$ cat src/rtl/ebac_consts.vh
// constants for the external bus area controller
`ifndef EBAC_CONSTS_VH
`define EBAC_CONSTS_VH

// register byte addresses on apb (low 12 bits decoded)
`define EBAC_OFF_BYTE   12'h000
`define EBAC_OFF_3ST    12'h004
`define EBAC_OFF_CTL    12'h008
`define EBAC_OFF_STAT   12'h00C

// reset values
`define EBAC_BYTE_RST   8'hFF
`define EBAC_3ST_RST_HI 8'hEE
`define EBAC_3ST_RST_LO 8'h0E

// control register field positions
`define EBAC_EN_BIT     7
`define EBAC_ZP_BIT     6
`define EBAC_RSV_BIT    5
`define EBAC_P9A_BIT    4
`define EBAC_EXP_BIT    3
`define EBAC_PUC_BIT    2
`define EBAC_PBC_BIT    1
`define EBAC_P12_BIT    0

// operating modes
`define EBAC_MODE_1     3'h1
`define EBAC_MODE_2     3'h2
`define EBAC_MODE_3     3'h3
`define EBAC_MODE_4     3'h4
`define EBAC_MODE_5     3'h5
`define EBAC_MODE_6     3'h6
`define EBAC_MODE_7     3'h7

// boundary upper-byte limits forced over the boundary registers while the area enable is set outside mode 2; page 0 for the zero-page option
`define EBAC_LOW_HI     8'h00
`define EBAC_TOP_HI     8'hFF
`define EBAC_PAGE0      4'h0

// on-chip port windows, four bytes each
`define EBAC_WIN_P12    20'h0FE80
`define EBAC_WIN_P9A    20'h0FE90
`define EBAC_WIN_PBC    20'h0FE94
`define EBAC_WIN_PUC    20'h0FE98
`define EBAC_WIN_EXP    20'h0FE9C

`endif

$ cat src/rtl/ebac_bound_cmp.v
// boundary comparator for one area register
`timescale 1ns/1ps
module ebac_bound_cmp #(
   parameter INCL = 0
) (
   // compared values
   input  wire [7:0] value,
   input  wire [7:0] bound,
   // forced outcomes
   input  wire       force_lo,
   input  wire       force_hi,
   // result
   output wire       hit
);

   // inclusive compare for the first-address form, strict for last-address form
   wire above = (INCL != 0) ? (value >= bound) : (value > bound);

   // force_hi wins over force_lo; callers never raise both
   assign hit = force_hi | (~force_lo & above);

endmodule

$ cat src/rtl/ebac_port_win.v
// match of one disabled on-chip port window
`timescale 1ns/1ps
module ebac_port_win #(
   parameter [19:0] BASE = 20'h00000
) (
   // access address
   input  wire [19:0] addr,
   // window enable from control register
   input  wire        enable,
   // result
   output wire        hit
);

   // window spans four bytes; a cleared enable hands it to the outside
   assign hit = ~enable & (addr[19:2] == BASE[19:2]);

endmodule

$ cat src/rtl/ebac_ctrl.v
// external bus area controller with apb register slave
`timescale 1ns/1ps
`include "ebac_consts.vh"

module ebac_ctrl (
   // clock and reset
   input  wire        ref_clk,
   input  wire        rst,
   // chip configuration
   input  wire [2:0]  mode,
   input  wire        exp_max,
   input  wire        hw_standby,
   // apb slave
   input  wire        psel,
   input  wire        penable,
   input  wire        pwrite,
   input  wire [31:0] paddr,
   input  wire [31:0] pwdata,
   output reg  [31:0] prdata,
   output wire        pready,
   output wire        pslverr,
   // access classification request
   input  wire        acc_req,
   input  wire [19:0] acc_addr,
   input  wire        acc_onchip,
   // access classification answer
   output reg         acc_ack_r,
   output reg         acc_ext_r,
   output reg         acc_byte_r,
   output reg         acc_3st_r,
   output reg         acc_wait_ok_r
);

   // software registers
   reg  [7:0]  byte_area_boundary_r;
   reg  [7:0]  three_state_boundary_r;
   reg  [7:0]  bus_area_control_r;
   reg  [7:0]  byte_area_boundary_nxt;
   reg  [7:0]  three_state_boundary_nxt;
   reg  [7:0]  bus_area_control_nxt;
   reg         err_r;

   // mode decode
   wire mode_en_rw   = (mode == `EBAC_MODE_5) | (mode == `EBAC_MODE_6);
   wire mode_2       = (mode == `EBAC_MODE_2);
   wire mode_7       = (mode == `EBAC_MODE_7);
   wire mode_lo_3st  = (mode == `EBAC_MODE_3) | (mode == `EBAC_MODE_4) |
                       (mode == `EBAC_MODE_5);

   // apb decode
   wire [11:0] reg_off  = paddr[11:0];
   wire        setup    = psel & ~penable;
   wire        wr_stb   = psel & penable & pwrite;
   wire        hit_byte = (reg_off == `EBAC_OFF_BYTE);
   wire        hit_3st  = (reg_off == `EBAC_OFF_3ST);
   wire        hit_ctl  = (reg_off == `EBAC_OFF_CTL);
   wire        hit_stat = (reg_off == `EBAC_OFF_STAT);
   wire        hit_any  = hit_byte | hit_3st | hit_ctl | hit_stat;

   // control fields
   wire ctl_en   = bus_area_control_r[`EBAC_EN_BIT];
   wire ctl_zp   = bus_area_control_r[`EBAC_ZP_BIT];
   wire en_p9a   = bus_area_control_r[`EBAC_P9A_BIT];
   wire en_exp   = bus_area_control_r[`EBAC_EXP_BIT];
   wire en_puc   = bus_area_control_r[`EBAC_PUC_BIT];
   wire en_pbc   = bus_area_control_r[`EBAC_PBC_BIT];
   wire en_p12   = bus_area_control_r[`EBAC_P12_BIT];

   // control register as software sees it
   wire [7:0] ctl_view;

   // bit 5 is not stored; it always reads back as one
   assign ctl_view = {bus_area_control_r[7:6], 1'b1, bus_area_control_r[4:0]};

   // zero wait state slave; registered read data is ready at the access phase
   assign pready  = 1'b1;

   // unmapped offsets answer with an error in the access phase
   assign pslverr = psel & penable & err_r;

   // next value of the byte boundary register
   always @* begin
      byte_area_boundary_nxt = byte_area_boundary_r;
      if (wr_stb & hit_byte) begin
         byte_area_boundary_nxt = pwdata[7:0];
      end
   end

   // next value of the three-state boundary register
   always @* begin
      three_state_boundary_nxt = three_state_boundary_r;
      if (wr_stb & hit_3st) begin
         three_state_boundary_nxt = pwdata[7:0];
      end
   end

   // next value of the control register with per-mode write protection
   always @* begin
      bus_area_control_nxt = bus_area_control_r;
      if (wr_stb & hit_ctl) begin
         bus_area_control_nxt[`EBAC_ZP_BIT] = pwdata[`EBAC_ZP_BIT];
         // enable bit is only writable in modes 5 and 6
         if (mode_en_rw) begin
            bus_area_control_nxt[`EBAC_EN_BIT] = pwdata[`EBAC_EN_BIT];
         end
         // mode 7 has no outside space, so the port bits stay set
         if (!mode_7) begin
            bus_area_control_nxt[4:0] = pwdata[4:0];
         end
      end
      // read-only enable in modes 1 to 4 and 7 cannot be cleared
      if (!mode_en_rw) begin
         bus_area_control_nxt[`EBAC_EN_BIT] = 1'b1;
      end
      bus_area_control_nxt[`EBAC_RSV_BIT] = 1'b0;
   end

   // register file; hardware standby reloads like reset, software standby keeps
   always @(posedge ref_clk) begin
      if (rst | hw_standby) begin
         byte_area_boundary_r <= `EBAC_BYTE_RST;
         // mode is a strap level seen at the reset edge
         if (mode_lo_3st) begin
            three_state_boundary_r <= `EBAC_3ST_RST_LO;
         end else begin
            three_state_boundary_r <= `EBAC_3ST_RST_HI;
         end
         // enable bit reset depends on mode, zero-page clear, ports set
         bus_area_control_r <= {~mode_en_rw, 1'b0, 1'b0, 5'h1F};
      end else begin
         byte_area_boundary_r   <= byte_area_boundary_nxt;
         three_state_boundary_r <= three_state_boundary_nxt;
         bus_area_control_r     <= bus_area_control_nxt;
      end
   end

   // last classification kept for the status register
   reg last_ext_r;
   reg last_byte_r;
   reg last_3st_r;

   // read data and error are captured in the setup cycle
   always @(posedge ref_clk) begin
      if (rst) begin
         prdata <= 32'h00000000;
         err_r  <= 1'b0;
      end else if (setup) begin
         err_r  <= ~hit_any;
         prdata <= 32'h00000000;
         if (!pwrite) begin
            case (1'b1)
               hit_byte: begin
                  prdata <= {24'h000000, byte_area_boundary_r};
               end
               hit_3st: begin
                  prdata <= {24'h000000, three_state_boundary_r};
               end
               hit_ctl: begin
                  prdata <= {24'h000000, ctl_view};
               end
               hit_stat: begin
                  prdata <= {21'h00000, mode, 4'h0,
                             last_ext_r, last_byte_r, last_3st_r, ctl_en};
               end
               default: begin
                  prdata <= 32'h00000000;
               end
            endcase
         end
      end
   end

   // upper address byte picked by the address space size
   wire [7:0] addr_hi;
   assign addr_hi = exp_max ? acc_addr[19:12] : acc_addr[15:8];

   // the forced areas: lowest 16-bit block and highest three-state block
   wire in_low;
   wire in_top;
   wire in_page0;
   assign in_low   = (addr_hi == `EBAC_LOW_HI);
   assign in_top   = (addr_hi == `EBAC_TOP_HI);
   assign in_page0 = (acc_addr[19:16] == `EBAC_PAGE0);

   // boundary compare results
   wire byte_hit;
   wire slow_hit;

   // strict compare: boundary value is still word width
   ebac_bound_cmp #(
      .INCL     (0)
   ) u_byte_cmp (
      .value    (addr_hi),
      .bound    (byte_area_boundary_r),
      .force_lo (in_low),
      .force_hi (1'b0),
      .hit      (byte_hit)
   );

   // inclusive compare: boundary value is the first slow address
   ebac_bound_cmp #(
      .INCL     (1)
   ) u_slow_cmp (
      .value    (addr_hi),
      .bound    (three_state_boundary_r),
      .force_lo (1'b0),
      .force_hi (in_top),
      .hit      (slow_hit)
   );

   // port windows handed to the outside when their enable is cleared
   wire [4:0] win_hit;

   ebac_port_win #(.BASE(`EBAC_WIN_P12)) u_win_p12 (
      .addr   (acc_addr),
      .enable (en_p12),
      .hit    (win_hit[0])
   );

   ebac_port_win #(.BASE(`EBAC_WIN_PBC)) u_win_pbc (
      .addr   (acc_addr),
      .enable (en_pbc),
      .hit    (win_hit[1])
   );

   ebac_port_win #(.BASE(`EBAC_WIN_PUC)) u_win_puc (
      .addr   (acc_addr),
      .enable (en_puc),
      .hit    (win_hit[2])
   );

   ebac_port_win #(.BASE(`EBAC_WIN_EXP)) u_win_exp (
      .addr   (acc_addr),
      .enable (en_exp),
      .hit    (win_hit[3])
   );

   ebac_port_win #(.BASE(`EBAC_WIN_P9A)) u_win_p9a (
      .addr   (acc_addr),
      .enable (en_p9a),
      .hit    (win_hit[4])
   );

   // classification of the current access
   wire port_out = |win_hit;
   reg  cls_ext;
   reg  cls_byte;
   reg  cls_3st;

   // decided from the live registers on every request, no cached result
   always @* begin
      cls_ext  = ~acc_onchip | port_out;
      cls_byte = 1'b0;
      cls_3st  = 1'b0;
      if (!cls_ext) begin
         // on-chip areas keep their own 16-bit two-state timing
         cls_byte = 1'b0;
         cls_3st  = 1'b0;
      end else if (port_out) begin
         cls_byte = 1'b1;
         cls_3st  = 1'b1;
      end else if (mode_2) begin
         cls_byte = 1'b1;
         cls_3st  = 1'b1;
      end else if (!ctl_en) begin
         cls_byte = 1'b1;
         cls_3st  = 1'b1;
      end else begin
         cls_byte = byte_hit;
         // zero-page option overrides the boundary inside page 0
         cls_3st  = slow_hit | (ctl_zp & in_page0);
      end
   end

   // answer registered one cycle after the request
   always @(posedge ref_clk) begin
      if (rst) begin
         acc_ack_r     <= 1'b0;
         acc_ext_r     <= 1'b0;
         acc_byte_r    <= 1'b0;
         acc_3st_r     <= 1'b0;
         acc_wait_ok_r <= 1'b0;
      end else begin
         acc_ack_r <= acc_req;
         if (acc_req) begin
            acc_ext_r     <= cls_ext;
            acc_byte_r    <= cls_byte;
            acc_3st_r     <= cls_3st;
            // wait states are only allowed in three-state cycles
            acc_wait_ok_r <= cls_ext & cls_3st;
         end
      end
   end

   // status copy of the last answer
   always @(posedge ref_clk) begin
      if (rst) begin
         last_ext_r  <= 1'b0;
         last_byte_r <= 1'b0;
         last_3st_r  <= 1'b0;
      end else if (acc_req) begin
         last_ext_r  <= cls_ext;
         last_byte_r <= cls_byte;
         last_3st_r  <= cls_3st;
      end
   end

endmodule

$ cat config.mk
export PLATFORM = sky130hd
export DESIGN_NAME = ebac_ctrl
export DESIGN_NICKNAME = d
export VERILOG_FILES = /design/src/rtl/ebac_bound_cmp.v /design/src/rtl/ebac_port_win.v /design/src/rtl/ebac_ctrl.v
export VERILOG_INCLUDE_DIRS = /design/src /design/src/rtl
export SDC_FILE = /design/constraint.sdc
export NUM_CORES = 1
export LEC_CHECK = 0
export BUFFER_PORTS_ARGS = -buffer_cell sky130_fd_sc_hd__clkbuf_2
export CORE_MARGIN = 2
export CORE_UTILIZATION = 49
export DETAILED_ROUTE_END_ITERATION = 6
export PLACE_DENSITY = 0.89
export SLEW_MARGIN = 20
export SYNTH_ARGS = -nofsm -noshare
export SYNTH_HDL_FRONTEND = slang
export SYNTH_SLANG_ARGS = --single-unit
$ cat constraint.sdc
create_clock -name ref_clk -period 5.8 [get_ports ref_clk]
set_clock_uncertainty 0.1 [all_clocks]
set_input_delay 1.16 -clock ref_clk [delete_from_list [all_inputs] [get_ports ref_clk]]
set_output_delay 1.16 -clock ref_clk [all_outputs]
set_load 0.03 [all_outputs]
==> results.yml, run 1 <==
die:
  chipWidth_um: 75.23
  top_level_ports: 135
  floorplan.core_area_mm2: 0.004817
  starting_density_pct: 51.61
  die_y_um: 75.23
  die_area_mm2: 0.005660
  row_count: 25
sta:
  min_period_ns: 3.157
  report.final.hold_viol_count: 0
  unrepaired_setup_endpoints_after_global_routing: "no"
  timing.max_slew.rel_slack_pct: 38.09
  final.period_utilization_pct: 54.44
  setup_total_negative_slack_ns: 0
  finalSetupViolations: 0
  clock.fmax_mhz: 316.7
  final_max_slew_viol_count: 0
  tightestPinTransition_ns: 0.9053
drt:
  first_pass_iters: 4
  routed-via-count: 2271
  drt_drc_violations_left: 0
  routed_wl_mm: 6.109
  drt-wirelength-per-cell_um: 14.79
  drtIter0Drc: 193
  detail-route-antenna-nets: 0
  route.detailed.vias_per_inst: 5.499
cts:
  h-tree-depth: 2
  clk_pin_slew_worst_paths_ns: 0.07
  post_cts_hold_buffer_count: 0
  clock_sink_count: 39
  clock-root-buffer: "sky130_fd_sc_hd__clkbuf_8"
  clk_latency_ns: 0.29
  cts_tree: "built"
  tritoncts.num_buffers: 5
  cts.path.max_buffers: 2
  cts_setup_buffers: 0
  cts.repair.resized: 0
layout:
  area_growth_syn_to_layout_pct: 13.44
  final.fill_count: 445
  nets: 457
  insertedDiodeCount: 0
  share_of_cells_above_drive_strength_1_pct: 23.70
  layout_common_cells: "66 x sky130_fd_sc_hd__clkbuf_2, 32 x sky130_fd_sc_hd__nand2_1, 30 x sky130_fd_sc_hd__dfxtp_1, 22 x sky130_fd_sc_hd__conb_1, 18 x sky130_fd_sc_hd__inv_1"
  mostFrequentLayoutCell: "sky130_fd_sc_hd__clkbuf_2"
power:
  power.share.clock_pct: 29.9
  power.share.combinational_pct: 20.4
  worst_ir_drop_vdd_mv: 0.1893
  pwr-share-seq_pct: 49.6
  p_leak_nw: 1.338
  power.switching_mw: 0.1714
  total_power_mw: 0.5849
  pwr_density_cell_mw_per_mm2: 207.4
  cellInternalPower_mw: 0.4135
  swShare_pct: 29.31
placed_design:
  io_buffer_count: 66
  gpl.final_weighted_congestion: 0.8865
  post-dp-hpwl_mm: 4.855
synth:
  ys_ff_latch: 39
  syn_area_per_cell_um2: 8.723
  syn_area_mm2: 0.002486
  synth_cell_types: 44
  synth_sequential_area_ratio_pct: 35.03
  synth_warnings: 0
  postSynthCellCount: 285
status:
  status: "finished, final reports clean"
critical_path:
  cp_data_arrival_time_ns: 3.25
  required_ns: 5.89
  critical_path.top_delay_family: "compound AO/OA/AOI/OAI gates"
  timing.critical_path.slowest_cell_delay_ns: 0.40
  critPathSlowestCell: "sky130_fd_sc_hd__mux2_2"
  cp_num_buf_inv: 1
  worst_setup_path_class: "in2reg"
  cp-end-kind: "register"
  worstSetupStartpointType: "input port"
  crit_path_cell_trace: "clkbuf_2, mux2_2, ha_1, nor2b_1, o211ai_1, a21oi_1, a2111oi_0, o21ai_0, a21o_1"
  path_max_fanout: 13
grt:
  grt_pass1_vias: 2083
  first_pass_grt_wire_length_mm: 9.632
  grt_remaining_overflow: 0
  groute.usage.overall_pct: 23.00
  antenna_found_initial: 0
  grt_max_degree: 22
min_path:
  worstHoldPathType: "reg2reg"
flow_run:
  maxCapViolCount: 0
routing by layer:
metal | vias up | GRT usage [%] | share of wire (%) | wire [um]
met5 | - | 0 | 0 | 0
met4 | 0 | 9.942 | 2.8 | 174
met3 | 16 | 6.693 | 8.6 | 528
met2 | 96 | 38.69 | 50 | 3045
met1 | 1057 | 27.36 | 39 | 2361
li1 | 1102 | - | - | -
synth_stat cells (all sizes together):
cell type  instances  area share (%)
o311ai             1            0.35
o41ai              1            0.35
and2               3            0.75
clkbuf             7             1.1
a211oi             1            0.30
o21bai             1            0.30
conb               2            0.30
nand3              6             1.2
nand2b             3            0.75
a21oi             14             2.8
nand4              5             1.3
or4                2            0.60
o211ai            15             4.5
a21o               5             1.5
a2111oi            2            0.70
o22ai              3            0.75
and4               1            0.35
nor3b              3            0.91
nand2             32             4.8
nor4               4             1.0
or3                4             1.0
o311a              1            0.40
and3               2            0.50
nor2              17             3.2
a31o               1            0.35
dfxtp             30              24
o221ai             5             1.8
mux2i              9             3.6
nor3               3            0.60
mux2               6             2.9
o21ai             13             2.6
inv               18             2.7
a22oi              3            0.91
nor2b              6             1.5
ha                16             8.1
or4b               1            0.40
edfxtp             9              11
buf               28             9.1
xor2               1            0.35
nor4b              1            0.35
logic make-up after synthesis:
| kind of cell | after synthesis | share of synthesized area [%] |
|---|---|---|
| compound gates | 66 | 17.67 |
| xor+xnor | 1 | 0.3524 |
| fa+ha+maj | 16 | 8.052 |
| buf+inv | 53 | 12.83 |
| flops | 39 | 35.03 |
| mux | 15 | 6.492 |
| other cells | 2 | 0.3021 |
| simple gates | 93 | 19.28 |
registers in the layout, indices dropped and copies added, names as in the netlist:
register / flops
prdata: 11
byte_area_boundary_r: 8
three_state_boundary_r: 8
bus_area_control_r: 7
acc_ack_r: 1
acc_wait_ok_r: 1
err_r: 1
last_byte_r: 1
last_ext_r: 1
worst reg2reg max path, stage by stage, from the launching register on:
cell	delay [ns]
sky130_fd_sc_hd__dfxtp_1	0.33
sky130_fd_sc_hd__mux2i_1	0.15
sky130_fd_sc_hd__nand3_1	0.09
sky130_fd_sc_hd__a2111oi_0	0.83
sky130_fd_sc_hd__o21ai_0	0.22
sky130_fd_sc_hd__nor2_1	0.18
sky130_fd_sc_hd__a21o_1	0.13
power groups by stage:
stage	clock [mW]	combinational, mW	sequential, mW
CTS	0.177	0.118	0.290
finish	0.175	0.120	0.290
floorplan	0	0.0862	0.299
global route	0.191	0.132	0.291
detailed placement	0	0.118	0.297
global placement	0	0.112	0.296
cell type report:
class / instances / area (um2) / share of cell area (%)
Sequential cell: 39 / 870.8 / 30.88
Clock inverter: 1 / 5.005 / 0.1775
Tap cell: 67 / 83.83 / 2.972
Inverter: 18 / 67.56 / 2.396
Timing Repair Buffer: 68 / 345.3 / 12.24
Clock buffer: 7 / 76.32 / 2.706
Multi-Input combinational cell: 213 / 1371 / 48.62
per-stage QoR:
stage                     hold WS, ns  utilization (%)  area, um2  instances  setup WS (ns)
final                          0.3582            58.55       2820        413          2.643
after global routing           0.3943            58.55       2820        413          2.528
after floorplan                0.3553                -       2561        305          2.549
after detailed placement       0.3495            56.86       2739        405          2.352
after CTS                      0.3636            58.55       2820        413          2.655
after global placement         0.3430            56.86       2739        405          2.428
worst paths after layout:
kind	depth (start not counted)	slack, ns	startpoint	endpoint
min	2	0.36	prdata[6]$_SDFFE_PP0P_	prdata[6]$_SDFFE_PP0P_
min reg2reg	2	0.36	prdata[6]$_SDFFE_PP0P_	prdata[6]$_SDFFE_PP0P_
max reg2reg	6	3.71	bus_area_control_r[3]$_SDFFE_PP1P_	last_byte_r$_SDFFE_PP0P_
max	9	2.64	exp_max	last_byte_r$_SDFFE_PP0P_
Power figures use the tool's default switching activity.
==> inputs of run 2 (changes only) <==
--- a/config.mk
+++ b/config.mk
@@ -8,9 +8,9 @@
 export LEC_CHECK = 0
 export BUFFER_PORTS_ARGS = -buffer_cell sky130_fd_sc_hd__clkbuf_2
 export CORE_MARGIN = 2
-export CORE_UTILIZATION = 49
+export CORE_UTILIZATION = 41
 export DETAILED_ROUTE_END_ITERATION = 6
-export PLACE_DENSITY = 0.89
+export PLACE_DENSITY = 0.79
 export SLEW_MARGIN = 20
 export SYNTH_ARGS = -nofsm -noshare
 export SYNTH_HDL_FRONTEND = slang
==> constraint.sdc (replaced) <==
create_clock -name ref_clk -period 2.6 [get_ports ref_clk]
set_clock_uncertainty 0.1 [all_clocks]
set_input_delay 0.52 -clock ref_clk [delete_from_list [all_inputs] [get_ports ref_clk]]
set_output_delay 0.52 -clock ref_clk [all_outputs]
set_load 0.03 [all_outputs]
==> results.yml, run 2 (synthesis gave the netlist of run 1 again) <==
min_path:
  worstHoldPathType: "reg2reg"
critical_path:
  path_max_fanout: 2
  required_ns: 2.70
  worst_setup_path_class: "in2reg"
  cp-end-kind: "register"
  worstSetupStartpointType: "input port"
  critPathSlowestCell: "sky130_fd_sc_hd__mux2_2"
  cp_data_arrival_time_ns: 2.42
  crit_path_cell_trace: "clkbuf_2, mux2_2, ha_1, nor2b_1, o211ai_1, a21oi_1, a2111oi_0, o21ai_0, a21o_1"
  timing.critical_path.slowest_cell_delay_ns: 0.37
grt:
  grt_pass1_vias: 2074
  first_pass_grt_wire_length_mm: 9.873
  antenna_found_initial: 0
  groute.usage.overall_pct: 19.38
  grt_max_degree: 22
  grt_remaining_overflow: 0
drt:
  detail-route-antenna-nets: 0
  drt-wirelength-per-cell_um: 14.43
  first_pass_iters: 4
  drtIter0Drc: 127
  routed_wl_mm: 6.190
  routed-via-count: 2276
  drt_drc_violations_left: 0
  route.detailed.vias_per_inst: 5.305
sta:
  report.final.hold_viol_count: 0
  clock.fmax_mhz: 429.3
  finalSetupViolations: 0
  setup_ws_ns: 0.2708
  unrepaired_setup_endpoints_after_global_routing: "no"
  min_period_ns: 2.329
  final_max_slew_viol_count: 0
  setup_total_negative_slack_ns: 0
  hold_ws_ns: 0.3554
  final.period_utilization_pct: 89.59
power:
  pwr_density_cell_mw_per_mm2: 484.7
  worst_ir_drop_vdd_mv: 0.2801
  p_leak_nw: 1.394
  total_power_mw: 1.419
cts:
  h-tree-depth: 2
  post_cts_hold_buffer_count: 0
  cts.path.max_buffers: 2
  cts_tree: "built"
  cts_setup_buffers: 0
  clock_sink_count: 39
  clock-root-buffer: "sky130_fd_sc_hd__clkbuf_8"
  clk_pin_slew_worst_paths_ns: 0.08
  cts.repair.resized: 0
  tritoncts.num_buffers: 5
  clk_latency_ns: 0.29
die:
  die_y_um: 81.87
  chipWidth_um: 81.87
  top_level_ports: 135
  starting_density_pct: 42.24
  floorplan.core_area_mm2: 0.005886
  die_area_mm2: 0.006703
  row_count: 28
placed_design:
  post-dp-hpwl_mm: 4.952
  io_buffer_count: 66
  placed_cells_incl_taps: 421
  dp_slack_ns: -0.03777
  gpl.final_weighted_congestion: 0.8556
  postPlaceCellArea_mm2: 0.002821
layout:
  layout.core_utilization_pct: 49.74
  layout_common_cells: "66 x sky130_fd_sc_hd__clkbuf_2, 32 x sky130_fd_sc_hd__nand2_1, 30 x sky130_fd_sc_hd__dfxtp_1, 22 x sky130_fd_sc_hd__conb_1, 18 x sky130_fd_sc_hd__inv_1"
  share_of_cells_above_drive_strength_1_pct: 25.42
  top_register: "prdata"
  area_growth_syn_to_layout_pct: 17.77
  mostFrequentLayoutCell: "sky130_fd_sc_hd__clkbuf_2"
  largestRegisters: "prdata x11, byte_area_boundary_r x8, three_state_boundary_r x8"
  insertedDiodeCount: 0
  fin_area_mm2: 0.002928
  largest_reg_flops: 11
  nets: 465
  post_layout_nonfiller_instances: 429
status:
  status: "finished, final reports clean"
flow_run:
  maxCapViolCount: 0
[run 2: path summary, 6_finish.rpt]
| path | depth (start not counted) | start | to | slack (ns) |
|---|---|---|---|---|
| setup / recovery | 9 | exp_max | last_byte_r$_SDFFE_PP0P_ | 0.27 |
| hold / removal | 2 | prdata[4]$_SDFFE_PP0P_ | prdata[4]$_SDFFE_PP0P_ | 0.36 |
| setup reg to reg | 8 | byte_area_boundary_r[1]$_SDFFE_PP1P_ | last_byte_r$_SDFFE_PP0P_ | 0.56 |
| hold reg to reg | 2 | prdata[4]$_SDFFE_PP0P_ | prdata[4]$_SDFFE_PP0P_ | 0.36 |
[run 2: final cells by class]
cell class,instances,area [um2]
clock buffers,7,76.32
clock inverters,1,30.03
fillers,586,2958
inverters,18,67.56
multi-input cells,213,1371
flip-flops and latches,39,870.8
well taps,75,93.84
repair buffers,76,417.9
[run 2: routing by layer]
| metal | part of all wire (%) | GRT usage [%] | wire length [um] | vias to the layer above |
|---|---|---|---|---|
| met5 | 0 | 0 | 0 | - |
| met4 | 1.5 | 6.333 | 95 | 0 |
| met3 | 7.0 | 3.407 | 431 | 9 |
| met2 | 50 | 33.50 | 3074 | 85 |
| met1 | 42 | 24.33 | 2589 | 1055 |
| li1 | - | - | - | 1127 |
[run 2: report_power, final]
group | internal [mW] | switching, mW
Sequential | 0.639 | 0.00867
Combinational | 0.0992 | 0.171
Clock | 0.287 | 0.214
[run 2: critical path, delay by kind of cell]
family / cells / cell delay [ns]
compound gates: 5 / 0.98
mux: 1 / 0.37
fa+ha+maj: 1 / 0.29
simple gates: 1 / 0.14
buf+inv: 1 / 0.12
